File: src/common/dmc_defines.vh
`ifndef DMC_DEFINES_VH
`define DMC_DEFINES_VH

// Bank-address selector of a register load (BA1:BA0)
`define DMC_SEL_BASE        2'h0
`define DMC_SEL_EXT         2'h1

// Command encoding {cs_n, ras_n, cas_n, we_n}
`define DMC_CMD_LOAD        4'h0
`define DMC_CMD_REFRESH     4'h1
`define DMC_CMD_READ        4'h5
`define DMC_CMD_WRITE       4'h4

// Base configuration register fields
`define DMC_BASE_LAT_LO     4
`define DMC_BASE_LAT_HI     6
`define DMC_BASE_LOOP_RST   8
`define DMC_BASE_REC_LO     9
`define DMC_BASE_REC_HI     11
`define DMC_BASE_EXIT_SPD   12

// Extended configuration register fields
`define DMC_EXT_LOOP_EN     0
`define DMC_EXT_DRV_RED     1
`define DMC_EXT_TERM_LO     2
`define DMC_EXT_POST_LO     3
`define DMC_EXT_POST_HI     5
`define DMC_EXT_TERM_HI     6
`define DMC_EXT_STB_CDIS    10
`define DMC_EXT_RSTB_EN     11
`define DMC_EXT_OUT_OFF     12

// Reset values (17-bit registers)
`define DMC_BASE_RST        17'h00632
`define DMC_EXT_RST         17'h00000

// Timing counts in clocks
`define DMC_LOOP_LOCK_CYC   200
`define DMC_TERM_HOLD_CYC   8
`define DMC_FAST_EXIT_CYC   4'h2
`define DMC_SLOW_EXIT_CYC   4'h7

`endif

File: src/verilog/dmc_delay_line.v
`timescale 1ns/100ps
// Variable-depth shift line: a pulse entering emerges after sel clocks
module dmc_delay_line #(
   parameter DEPTH = 16,
   parameter SELW  = 4
) (
   input  wire            clk_sys,
   input  wire            arst_n,
   input  wire            din,
   input  wire [SELW-1:0] sel,
   output wire            dout
);
   reg [DEPTH-1:0] line_q;
   always @(posedge clk_sys or negedge arst_n) begin
      if (!arst_n) begin
         line_q <= {DEPTH{1'b0}};
      end else begin
         line_q <= {line_q[DEPTH-2:0], din};
      end
   end
   // A select of zero passes the input straight through
   assign dout = (sel == {SELW{1'b0}}) ? din : line_q[sel - 1'b1];
endmodule // dmc_delay_line

File: src/verilog/dmc_cycle_timer.v
`timescale 1ns/100ps
// Down counter: load starts a wait, busy stays high until it expires
module dmc_cycle_timer #(
   parameter W = 8
) (
   input  wire         clk_sys,
   input  wire         arst_n,
   input  wire         load,
   input  wire [W-1:0] count,
   output wire         busy
);
   reg [W-1:0] cnt_q;
   always @(posedge clk_sys or negedge arst_n) begin
      if (!arst_n) begin
         cnt_q <= {W{1'b0}};
      end else if (load) begin
         cnt_q <= count;
      end else if (cnt_q != {W{1'b0}}) begin
         cnt_q <= cnt_q - 1'b1;
      end
   end
   assign busy = (cnt_q != {W{1'b0}});
endmodule // dmc_cycle_timer

File: src/verilog/dmc_mode_config.v
`timescale 1ns/100ps
`include "dmc_defines.vh"
module dmc_mode_config #(
   parameter LOOP_LOCK_CYC = `DMC_LOOP_LOCK_CYC,
   parameter TERM_HOLD_CYC = `DMC_TERM_HOLD_CYC,
   parameter X8_CONFIG     = 1
) (
   input  wire        clk_sys,
   input  wire        arst_n,
   input  wire        cke,
   input  wire [3:0]  cmd,
   input  wire [1:0]  bank_sel,
   input  wire [14:0] addr,
   input  wire        auto_pre,
   input  wire        write_last_data,
   input  wire        banks_idle,
   input  wire        termination_control,
   input  wire        strobe_drive,
   output reg         read_issue_q,
   output reg         read_data_start_q,
   output reg         write_data_start_q,
   output reg         precharge_start_q,
   output reg         loop_enabled_q,
   output reg         loop_locked_q,
   output reg         loop_frozen_q,
   output reg         self_refresh_q,
   output reg         active_pd_q,
   output reg         precharge_pd_q,
   output reg  [3:0]  exit_delay_q,
   output reg         drive_reduce_q,
   output reg         strobe_oe_q,
   output reg         strobe_comp_oe_q,
   output reg         read_only_strobe_oe_q,
   output reg         read_only_strobe_comp_oe_q,
   output reg         data_oe_q,
   output reg  [1:0]  termination_value_q,
   output reg         termination_on_q,
   output reg  [3:0]  read_delay_total_q,
   output reg  [3:0]  write_delay_total_q
);
   reg  [16:0] base_config_reg_q;
   reg  [16:0] extended_config_reg_q;
   reg         pend_pre_q;
   reg  [3:0]  rec_cnt_q;
   reg         loop_rst_req_q;
   reg         term_hold_load;
   reg         lock_load;

   wire [2:0]  latency_field      = base_config_reg_q[`DMC_BASE_LAT_HI:`DMC_BASE_LAT_LO];
   wire [2:0]  recovery_field     = base_config_reg_q[`DMC_BASE_REC_HI:`DMC_BASE_REC_LO];
   wire        exit_speed_bit     = base_config_reg_q[`DMC_BASE_EXIT_SPD];
   wire [2:0]  posted_delay_field = extended_config_reg_q[`DMC_EXT_POST_HI:`DMC_EXT_POST_LO];
   wire        loop_enable_bit    = extended_config_reg_q[`DMC_EXT_LOOP_EN];
   wire        drive_reduce_bit   = extended_config_reg_q[`DMC_EXT_DRV_RED];
   wire        termination_select_low  = extended_config_reg_q[`DMC_EXT_TERM_LO];
   wire        termination_select_high = extended_config_reg_q[`DMC_EXT_TERM_HI];
   wire        strobe_comp_disable_bit = extended_config_reg_q[`DMC_EXT_STB_CDIS];
   wire        read_only_strobe_en     = extended_config_reg_q[`DMC_EXT_RSTB_EN];
   wire        output_off_bit          = extended_config_reg_q[`DMC_EXT_OUT_OFF];

   // Whole-clock latency only; the field is binary, no half-clock codes
   function [3:0] lat_clocks;
      input [2:0] f;
      begin
         lat_clocks = {1'b0, f};
      end
   endfunction

   // Recovery code 1..7 means 2..8 clocks
   function [3:0] rec_clocks;
      input [2:0] f;
      begin
         rec_clocks = {1'b0, f} + 4'h1;
      end
   endfunction

   wire cmd_load  = cke && (cmd == `DMC_CMD_LOAD);
   wire cmd_read  = cke && (cmd == `DMC_CMD_READ);
   wire cmd_write = cke && (cmd == `DMC_CMD_WRITE);
   wire load_base = cmd_load && (bank_sel == `DMC_SEL_BASE);
   wire load_ext  = cmd_load && (bank_sel == `DMC_SEL_EXT);
   wire [16:0] load_word = {bank_sel, addr};
   wire [3:0]  rd_total  = {1'b0, posted_delay_field} + lat_clocks(latency_field);

   // Self refresh is a refresh issued while cke falls; power-down when idle/active
   reg  cke_q;
   wire sref_entry = cke_q && !cke && (cmd == `DMC_CMD_REFRESH);
   wire sref_exit  = self_refresh_q && cke;
   wire pd_entry   = cke_q && !cke && (cmd != `DMC_CMD_REFRESH) && !self_refresh_q;
   wire pd_exit    = (active_pd_q || precharge_pd_q) && cke;

   // Register loads, loop reset self-clear
   always @(posedge clk_sys or negedge arst_n) begin
      if (!arst_n) begin
         base_config_reg_q     <= `DMC_BASE_RST;
         extended_config_reg_q <= `DMC_EXT_RST;
         loop_rst_req_q        <= 1'b0;
      end else begin
         if (load_base) begin
            base_config_reg_q <= load_word;
         end else if (loop_rst_req_q) begin
            base_config_reg_q[`DMC_BASE_LOOP_RST] <= 1'b0;
         end
         if (load_ext) begin
            extended_config_reg_q <= load_word;
         end
         loop_rst_req_q <= load_base && load_word[`DMC_BASE_LOOP_RST];
      end
   end

   // Posted delay then latency for reads and writes
   wire rd_internal;
   wire rd_data;
   wire wr_data;
   dmc_delay_line #(.DEPTH(8), .SELW(3)) u_post (
      .clk_sys (clk_sys),
      .arst_n  (arst_n),
      .din     (cmd_read),
      .sel     (posted_delay_field),
      .dout    (rd_internal)
   );
   dmc_delay_line #(.DEPTH(16), .SELW(4)) u_rd (
      .clk_sys (clk_sys),
      .arst_n  (arst_n),
      .din     (cmd_read),
      .sel     (rd_total - 4'h1),
      .dout    (rd_data)
   );
   dmc_delay_line #(.DEPTH(16), .SELW(4)) u_wr (
      .clk_sys (clk_sys),
      .arst_n  (arst_n),
      .din     (cmd_write),
      .sel     (rd_total - 4'h2),
      .dout    (wr_data)
   );

   // Loop lock and termination hold timers
   wire lock_busy;
   wire term_busy;
   dmc_cycle_timer #(.W(8)) u_lock (
      .clk_sys (clk_sys),
      .arst_n  (arst_n),
      .load    (lock_load),
      .count   (LOOP_LOCK_CYC[7:0]),
      .busy    (lock_busy)
   );
   dmc_cycle_timer #(.W(8)) u_term (
      .clk_sys (clk_sys),
      .arst_n  (arst_n),
      .load    (term_hold_load),
      .count   (TERM_HOLD_CYC[7:0]),
      .busy    (term_busy)
   );

   always @* begin
      lock_load      = loop_rst_req_q || sref_exit;
      term_hold_load = load_ext && (load_word[`DMC_EXT_TERM_LO] || load_word[`DMC_EXT_TERM_HI]);
   end

   // Write with auto precharge: wait recovery clocks after the last data
   always @(posedge clk_sys or negedge arst_n) begin
      if (!arst_n) begin
         pend_pre_q        <= 1'b0;
         rec_cnt_q         <= 4'h0;
         precharge_start_q <= 1'b0;
      end else begin
         precharge_start_q <= 1'b0;
         if (write_last_data && auto_pre) begin
            pend_pre_q <= 1'b1;
            // Pulse flop adds one clock, so the count starts two short
            rec_cnt_q  <= rec_clocks(recovery_field) - 4'h2;
         end else if (pend_pre_q) begin
            if (rec_cnt_q == 4'h0) begin
               pend_pre_q        <= 1'b0;
               precharge_start_q <= 1'b1;
            end else begin
               rec_cnt_q <= rec_cnt_q - 4'h1;
            end
         end
      end
   end

   // Power states and loop state
   always @(posedge clk_sys or negedge arst_n) begin
      if (!arst_n) begin
         cke_q          <= 1'b0;
         self_refresh_q <= 1'b0;
         active_pd_q    <= 1'b0;
         precharge_pd_q <= 1'b0;
         exit_delay_q   <= 4'h0;
         loop_enabled_q <= 1'b0;
         loop_locked_q  <= 1'b0;
         loop_frozen_q  <= 1'b0;
      end else begin
         cke_q <= cke;
         if (sref_entry) begin
            self_refresh_q <= 1'b1;
         end else if (sref_exit) begin
            self_refresh_q <= 1'b0;
         end
         if (pd_entry) begin
            active_pd_q    <= !banks_idle;
            precharge_pd_q <= banks_idle;
         end else if (pd_exit) begin
            active_pd_q    <= 1'b0;
            precharge_pd_q <= 1'b0;
         end
         if (pd_entry && !banks_idle) begin
            exit_delay_q <= exit_speed_bit ? `DMC_SLOW_EXIT_CYC : `DMC_FAST_EXIT_CYC;
         end else if (pd_entry) begin
            exit_delay_q <= `DMC_FAST_EXIT_CYC;
         end
         loop_frozen_q  <= active_pd_q && exit_speed_bit && !pd_exit;
         loop_enabled_q <= loop_enable_bit && !self_refresh_q && !sref_entry;
         loop_locked_q  <= loop_enable_bit && !self_refresh_q && !lock_busy && !lock_load;
      end
   end

   // Output buffers, strobes and termination
   always @(posedge clk_sys or negedge arst_n) begin
      if (!arst_n) begin
         read_issue_q               <= 1'b0;
         read_data_start_q          <= 1'b0;
         write_data_start_q         <= 1'b0;
         drive_reduce_q             <= 1'b0;
         strobe_oe_q                <= 1'b0;
         strobe_comp_oe_q           <= 1'b0;
         read_only_strobe_oe_q      <= 1'b0;
         read_only_strobe_comp_oe_q <= 1'b0;
         data_oe_q                  <= 1'b0;
         termination_value_q        <= 2'h0;
         termination_on_q           <= 1'b0;
         read_delay_total_q         <= 4'h0;
         write_delay_total_q        <= 4'h0;
      end else begin
         read_issue_q        <= rd_internal;
         read_data_start_q   <= rd_data;
         write_data_start_q  <= wr_data;
         read_delay_total_q  <= rd_total;
         write_delay_total_q <= rd_total - 4'h1;
         drive_reduce_q      <= drive_reduce_bit;
         data_oe_q           <= strobe_drive && !output_off_bit;
         strobe_oe_q         <= strobe_drive && !output_off_bit;
         strobe_comp_oe_q    <= strobe_drive && !output_off_bit && !strobe_comp_disable_bit;
         // Extra strobe (x8 only) follows strobe drive, but is off while outputs are off and in the clock after a write command; during writes it is ignored
         read_only_strobe_oe_q <= (X8_CONFIG != 0) && read_only_strobe_en && strobe_drive
                                  && !cmd_write && !output_off_bit;
         read_only_strobe_comp_oe_q <= (X8_CONFIG != 0) && read_only_strobe_en && strobe_drive
                                  && !cmd_write && !output_off_bit
                                  && !strobe_comp_disable_bit;
         termination_value_q <= {termination_select_high, termination_select_low};
         termination_on_q    <= termination_control && !self_refresh_q && !term_busy
                                && (termination_select_high || termination_select_low);
      end
   end
endmodule // dmc_mode_config

File: config.mk
export PLATFORM = sky130hd
export DESIGN_NAME = dmc_mode_config
export DESIGN_NICKNAME = d
export VERILOG_FILES = /design/src/verilog/dmc_delay_line.v /design/src/verilog/dmc_cycle_timer.v /design/src/verilog/dmc_mode_config.v
export VERILOG_INCLUDE_DIRS = /design/src /design/src/common
export SDC_FILE = /design/constraint.sdc
export NUM_CORES = 1
export LEC_CHECK = 0
export ABC_AREA = 1
export BUFFER_PORTS_ARGS = -buffer_cell sky130_fd_sc_hd__buf_2
export CAP_MARGIN = 30
export CORE_MARGIN = 2
export CORE_UTILIZATION = 50
export CTS_BUF_LIST = sky130_fd_sc_hd__clkbuf_8
export DETAILED_ROUTE_END_ITERATION = 10
export GPL_TIMING_DRIVEN = 0
export PLACE_DENSITY = 0.71
export SLEW_MARGIN = 20
export SYNTH_ARGS = -nofsm -noshare
export SYNTH_HDL_FRONTEND = slang
export SYNTH_SLANG_ARGS = --single-unit
File: constraint.sdc
create_clock -name clk_sys -period 3.9 [get_ports clk_sys]
set_input_delay 0.195 -clock clk_sys [delete_from_list [all_inputs] [get_ports clk_sys]]
set_output_delay 0.195 -clock clk_sys [all_outputs]
set_load 0.05 [all_outputs]
; Word level (Yosys, flattened, before mapping)
; Index checks and enable logic that the tools add are counted.
; W data, S select, Z words.
[totals]
input_bits = 29
regBits = 118
out_inout_bits = 31
[op_classes]
addsub = 11
n_mux = 30
eq_ne = 6
magnitude_cmp = 3
reduce_logical = 60
[ops]
columns = operator, n
row1 = $mux W8, 4
row2 = $logic_and A1 B1 Y1, 30
row3 = $mux W4, 5
row4 = $mux W1, 17
row5 = $logic_not A4 Y1, 4
row6 = $reduce_bool A8 Y1, 2
row7 = $sub A4 B1 Y4 const B, 4
row8 = $sub A8 B1 Y8 const B, 2
row9 = $reduce_bool A2 Y1, 6
row10 = $logic_not A1 Y1, 11
row11 = $lt A4 B5 Y1 const B, 2
row12 = $bmux W1 S4, 2
row13 = $eq A4 B3 Y1 const B, 2
row14 = $sub A4 B2 Y4 const B, 2
row15 = $add A3 B1 Y4 const B, 1
row16 = $add A3 B3 Y4, 1
row17 = $eq A4 B1 Y1 const B, 1
row18 = $logic_or A1 B1 Y1, 4
row19 = $lt A3 B4 Y1 const B, 1
row20 = $ne A4 B1 Y1 const B, 1
row21 = $bmux W1 S3, 1
row22 = $logic_not A3 Y1, 1
row23 = $mux W3, 1
row24 = $sub A3 B1 Y3 const B, 1
row25 = other kinds (4), 4

; Depth between registers and ports, before layout
[depth]
ltp_word = 6
ltp_mapped = 17
mapped_depth_nobuf = 17

; By module
; Synthesis repeated with hierarchy kept, for this count alone.
[unflattened]
cells_unflattened = 586
hier_area_um2 = 5089.9
[modules_own_cells]
columns = module, cells_each, area_per_inst_um2, n_inst
row1 = dmc_mode_config, 233, 2212.1, 1
row2 = dmc_delay_line at u_rd ..., 83, 733.2, 2
row3 = dmc_cycle_timer, 74, 531.8, 2
row4 = dmc_delay_line at u_post, 39, 347.8, 1

; Worst setup path before layout
; OpenSTA, ideal clock, no wires.
[synth_path]
path_kind = reg2reg
startpoint = reg base_config_reg_q[4]
endpoint = reg write_data_start_q
t_arrival_ps = 2389
t_required_ps = 3783
stages_incl_launch_ff = 12
synth_period_minus_slack_ps = 2507
setup_ps = 117
setup_slack_ps = 1393
cell_sequence = dfstp_2 ha_1 inv_1 fa_1 inv_1 ha_1 xnor2_1 nand3_1 nand2_1 nand2_1 nand3_1 nand2_1
[synth_between]
elab_chain_cells = 6
word_cells_on_any_way = 7
cone_classes = add/sub: 3 / mux: 3 / reduce/logical: 1
[synth_rtl]
columns = item, line_no
row1 = from (decl), dmc_mode_config.v:41  ; reg [16:0] base_config_reg_q;
row2 = from (signal assigned), dmc_mode_config.v:95  ; base_config_reg_q <= `DMC_BASE_RST;
row3 = from (signal assigned), dmc_mode_config.v:100  ; base_config_reg_q <= load_word;
row4 = $add A3 B3 Y4 (*), dmc_mode_config.v:83  ; wire [3:0] rd_total = {1'b0, posted_delay_field} + lat_clocks(latency_field);
row5 = net rd_total[1], dmc_mode_config.v:83
row6 = $sub A4 B2 Y4 (*), dmc_mode_config.v:133  ; .sel (rd_total - 4'h2),
row7 = $sub A4 B1 Y4, dmc_delay_line.v:22  ; assign dout = (sel == {SELW{1'b0}}) ? din : line_q[sel - 1'b1];
row8 = $bmux W1 S4, dmc_delay_line.v:22
row9 = $mux W1 (implied by the code), dmc_delay_line.v:22
row10 = $mux W1 (*), dmc_delay_line.v:22
row11 = net u_wr.dout, dmc_delay_line.v:11  ; output wire dout
row12 = to (signal assigned), dmc_mode_config.v:238  ; write_data_start_q <= wr_data;
row13 = to (decl), dmc_mode_config.v:21  ; output reg write_data_start_q,
; The timed path passes the listed nets; every way through them passes the cells marked *. The select of a mux whose other input is x is not followed.
; A chain may end at the register's enable or synchronous reset.

; Worst setup path after layout
; Ends and elaborated chain as after synthesis.

==> out/results.tsv <==
metric	value	unit
FF/Latch Area	2510	um2
Yosys warning count	0	
area grow syn2layout	14.2	%
CP top delay family	adder cells	
first-pass GRT wire length	15100	um
Critical path buffers and inverters	3	
TritonCTS clock tree	done	
Seq/Total Area, Yosys	55.0	%
number of global-route vias before repair	3339	
synth top area cells	dfrtp_1 (53%), nand2_1 (9.0%), inv_1 (6.1%)	
MaxCap Viol Count	0	
CP Class	flop to flop	
CP Capture Type	flop	
Finish-stage setup viols	0	
hold crit path type	primary input to flop	
grt ovf	0	
EDFF count, synth	0	
max-slew violations	0	
GRT Overall Usage	19.0	%
reg2reg setup slack	1.03	ns
CP Data Required Time	4.20	ns
met1 WL	4210	um
outcome	finished clean	
max layer used	met4	
Layout fillers	810	
num rows	34	
post-synthesis area per instance	9.11	um2
Die Wd	99.5	um
Buffers on Ports	55	
CTS HTree Levels	3	
core area	8810	um2
leading area contributor after synthesis	dfrtp_1	
Final GP Congestion	0.871	
Post-Place Cell Area	5010	um2
Die ar.	9900	um2
Post-Syn Area	4560	um2
I/O pin total	60	
share of cells above drive strength 1	19.9	%
Multi-input gate area	1680	um2
Syn Inst Count	501	
critical path's slowest cell	fa_1	
via/cell ratio	5.07	
number of routed nets with antenna violations	0	
Worst Setup Start Kind	flop	
placed insts	665	
Die Height	99.5	um
fin area	5210	um2
final hold viol count	0	
drt pass-1 iters	4	
post-route insts no fill	682	
skew final	0.0119	ns
Period Utilization, post-route	73.5	%
Async SR Flop Fraction	100	%
largest net degree at the start of global routing	58	
root buf cell	clkbuf_8	
Sum Neg Setup Slack	0	ns
unrepaired setup endpoints after global routing	no	
CTS sink cnt	100	
Max Root-Sink Buffers	2	
Via Count	3456	
Routed wire per std cell	13.1	um
commonest non-fill, non-tap cell in the layout	nand2_1	
pwr dens	672	nW/um2
CTS Buf Count	9	
Max Fclk	0.349	GHz
most frequent cells in the layout	nand2_1 (109), dfrtp_1 (96), inv_1 (76)	
Layout Nets	615	
Initial Util	51.8	%
initial antenna violation count	0	
detailed placement HPWL	6620	um
critical path data arrival time	3.17	ns
Lkg Pwr	2.77	nW
area share of the largest cell type after synthesis	52.7	%
synth unique cells	41	
Worst-path clk slew	0.10	ns
Post-Syn Nets	547	
worst vdd ir	289	uV
Met2 Routed Length	4340	um
Worst-Skew Late Latency	0.35	ns
ANT cells	0	
critical-path cell list	ha_1 > inv_1 > fa_1 > inv_1 > ha_1 > xnor2_1 > inv_1 > nand3_1 > nand2_1 > nand2_1 > nand3_1 > nand2_1	
Routed met3 length	337	um
Yosys reg bits	100	
Post-synth top flop	dfrtp_1	
Starting DRT DRC Count	154	
Crit Path Max Fanout	9	
post-route DRC violation count	0	
Final min period	2.87	ns
CP peak stage delay	0.67	ns
overall routed net length	8950	um
## cell usage after synthesis, types with 3 or more instances
master,number
o21ai_0,22
ha_1,16
dfrtp_1,96
nand2_1,109
a21oi_1,14
inv_1,74
nor3_1,8
nand3_2,4
buf_4,4
nand2_2,5
dfstp_2,4
xor2_1,4
xnor2_1,3
nor2_1,35
nand3_1,42
o21ai_1,15
buf_6,3
nor2_2,4
nand4_1,7
inv_2,5
## area by class of cell
type	count	area share [%]
buffer	9	1.42
sequential	100	48.1
timing repair buffer	57	6.13
multi-input combinational	313	32.3
clock buffer	9	2.38
inverter	79	5.69
tap	108	2.59
clock inverter	7	1.30
## cell families (layout without fill, tap and decap cells)
family	after synthesis	in the layout	synth area share [%]
muxes	1	1	0.247
and+or+nand+nor	226	226	23.0
other	1	1	0.0822
AOI/OAI and AO/OA	61	61	7.41
adders and majority gates	17	17	4.83
xor gates and xnor gates	7	7	1.34
buffers and inverters	88	161	8.12
DFF	100	100	55.0
## power by group
group | internal (mW) | total [mW] | switching, mW | leakage, nW
clock | 0.295 | 0.646 | 0.351 | 0.102
sequential | 1.25 | 1.37 | 0.126 | 1.27
combinational | 0.495 | 1.48 | 0.987 | 1.39
total | 2.04 | 3.50 | 1.46 | 2.77
## routing by layer
layer	up-vias	global-route usage (%)
met1	1646	25.1
met4	0	5.58
met3	6	4.22
met2	70	31.5
met5	-	0
li1	1734	-
## sequential cells by signal, summed over array words and instances (netlist names), 2 cells and up
name                   cells
extended_config_reg_q     10
read_delay_total_q         4
u_term.cnt_q               8
u_rd.line_q               16
termination_value_q        2
u_wr.line_q               16
base_config_reg_q          7
u_lock.cnt_q               8
rec_cnt_q                  4
write_delay_total_q        4
exit_delay_q               2
## final timing paths
| check | depth (start not counted) | endpoint | start |
|---|---|---|---|
| max in group asynchronous | 3 | base_config_reg_q[5] | arst_n |
| setup / recovery | 12 | write_data_start_q | base_config_reg_q[4] |
| min in group asynchronous | 2 | write_delay_total_q[1] | arst_n |
| setup reg to reg | 12 | write_data_start_q | base_config_reg_q[4] |
| hold / removal | 1 | cke_q | cke |
| hold reg to reg | 0 | u_wr.line_q[12] | u_wr.line_q[11] |
## per-stage QoR
stage / setup slack (ns) / util [%] / hold WS [ns] / power [mW]
final: 1.03 / 59.1 / 0.0223 / 3.50
after global routing: 0.757 / 59.1 / 0.00614 / 3.76
after CTS: 1.03 / 59.1 / 0.00472 / 3.52
after detailed placement: 1.06 / 56.8 / 0.146 / 2.87
after global placement: 1.06 / 56.5 / 0.356 / 2.81
after floorplan: 1.39 / - / -0.101 / 2.53
## repair_timing
action / CTS / global route
setup buffers: 0 / 0
endpoints found under the hold margin: 43 / 0
gates resized for setup: 0 / 0
hold buffers: 1 / 0
(Power assumes the default switching activity.)
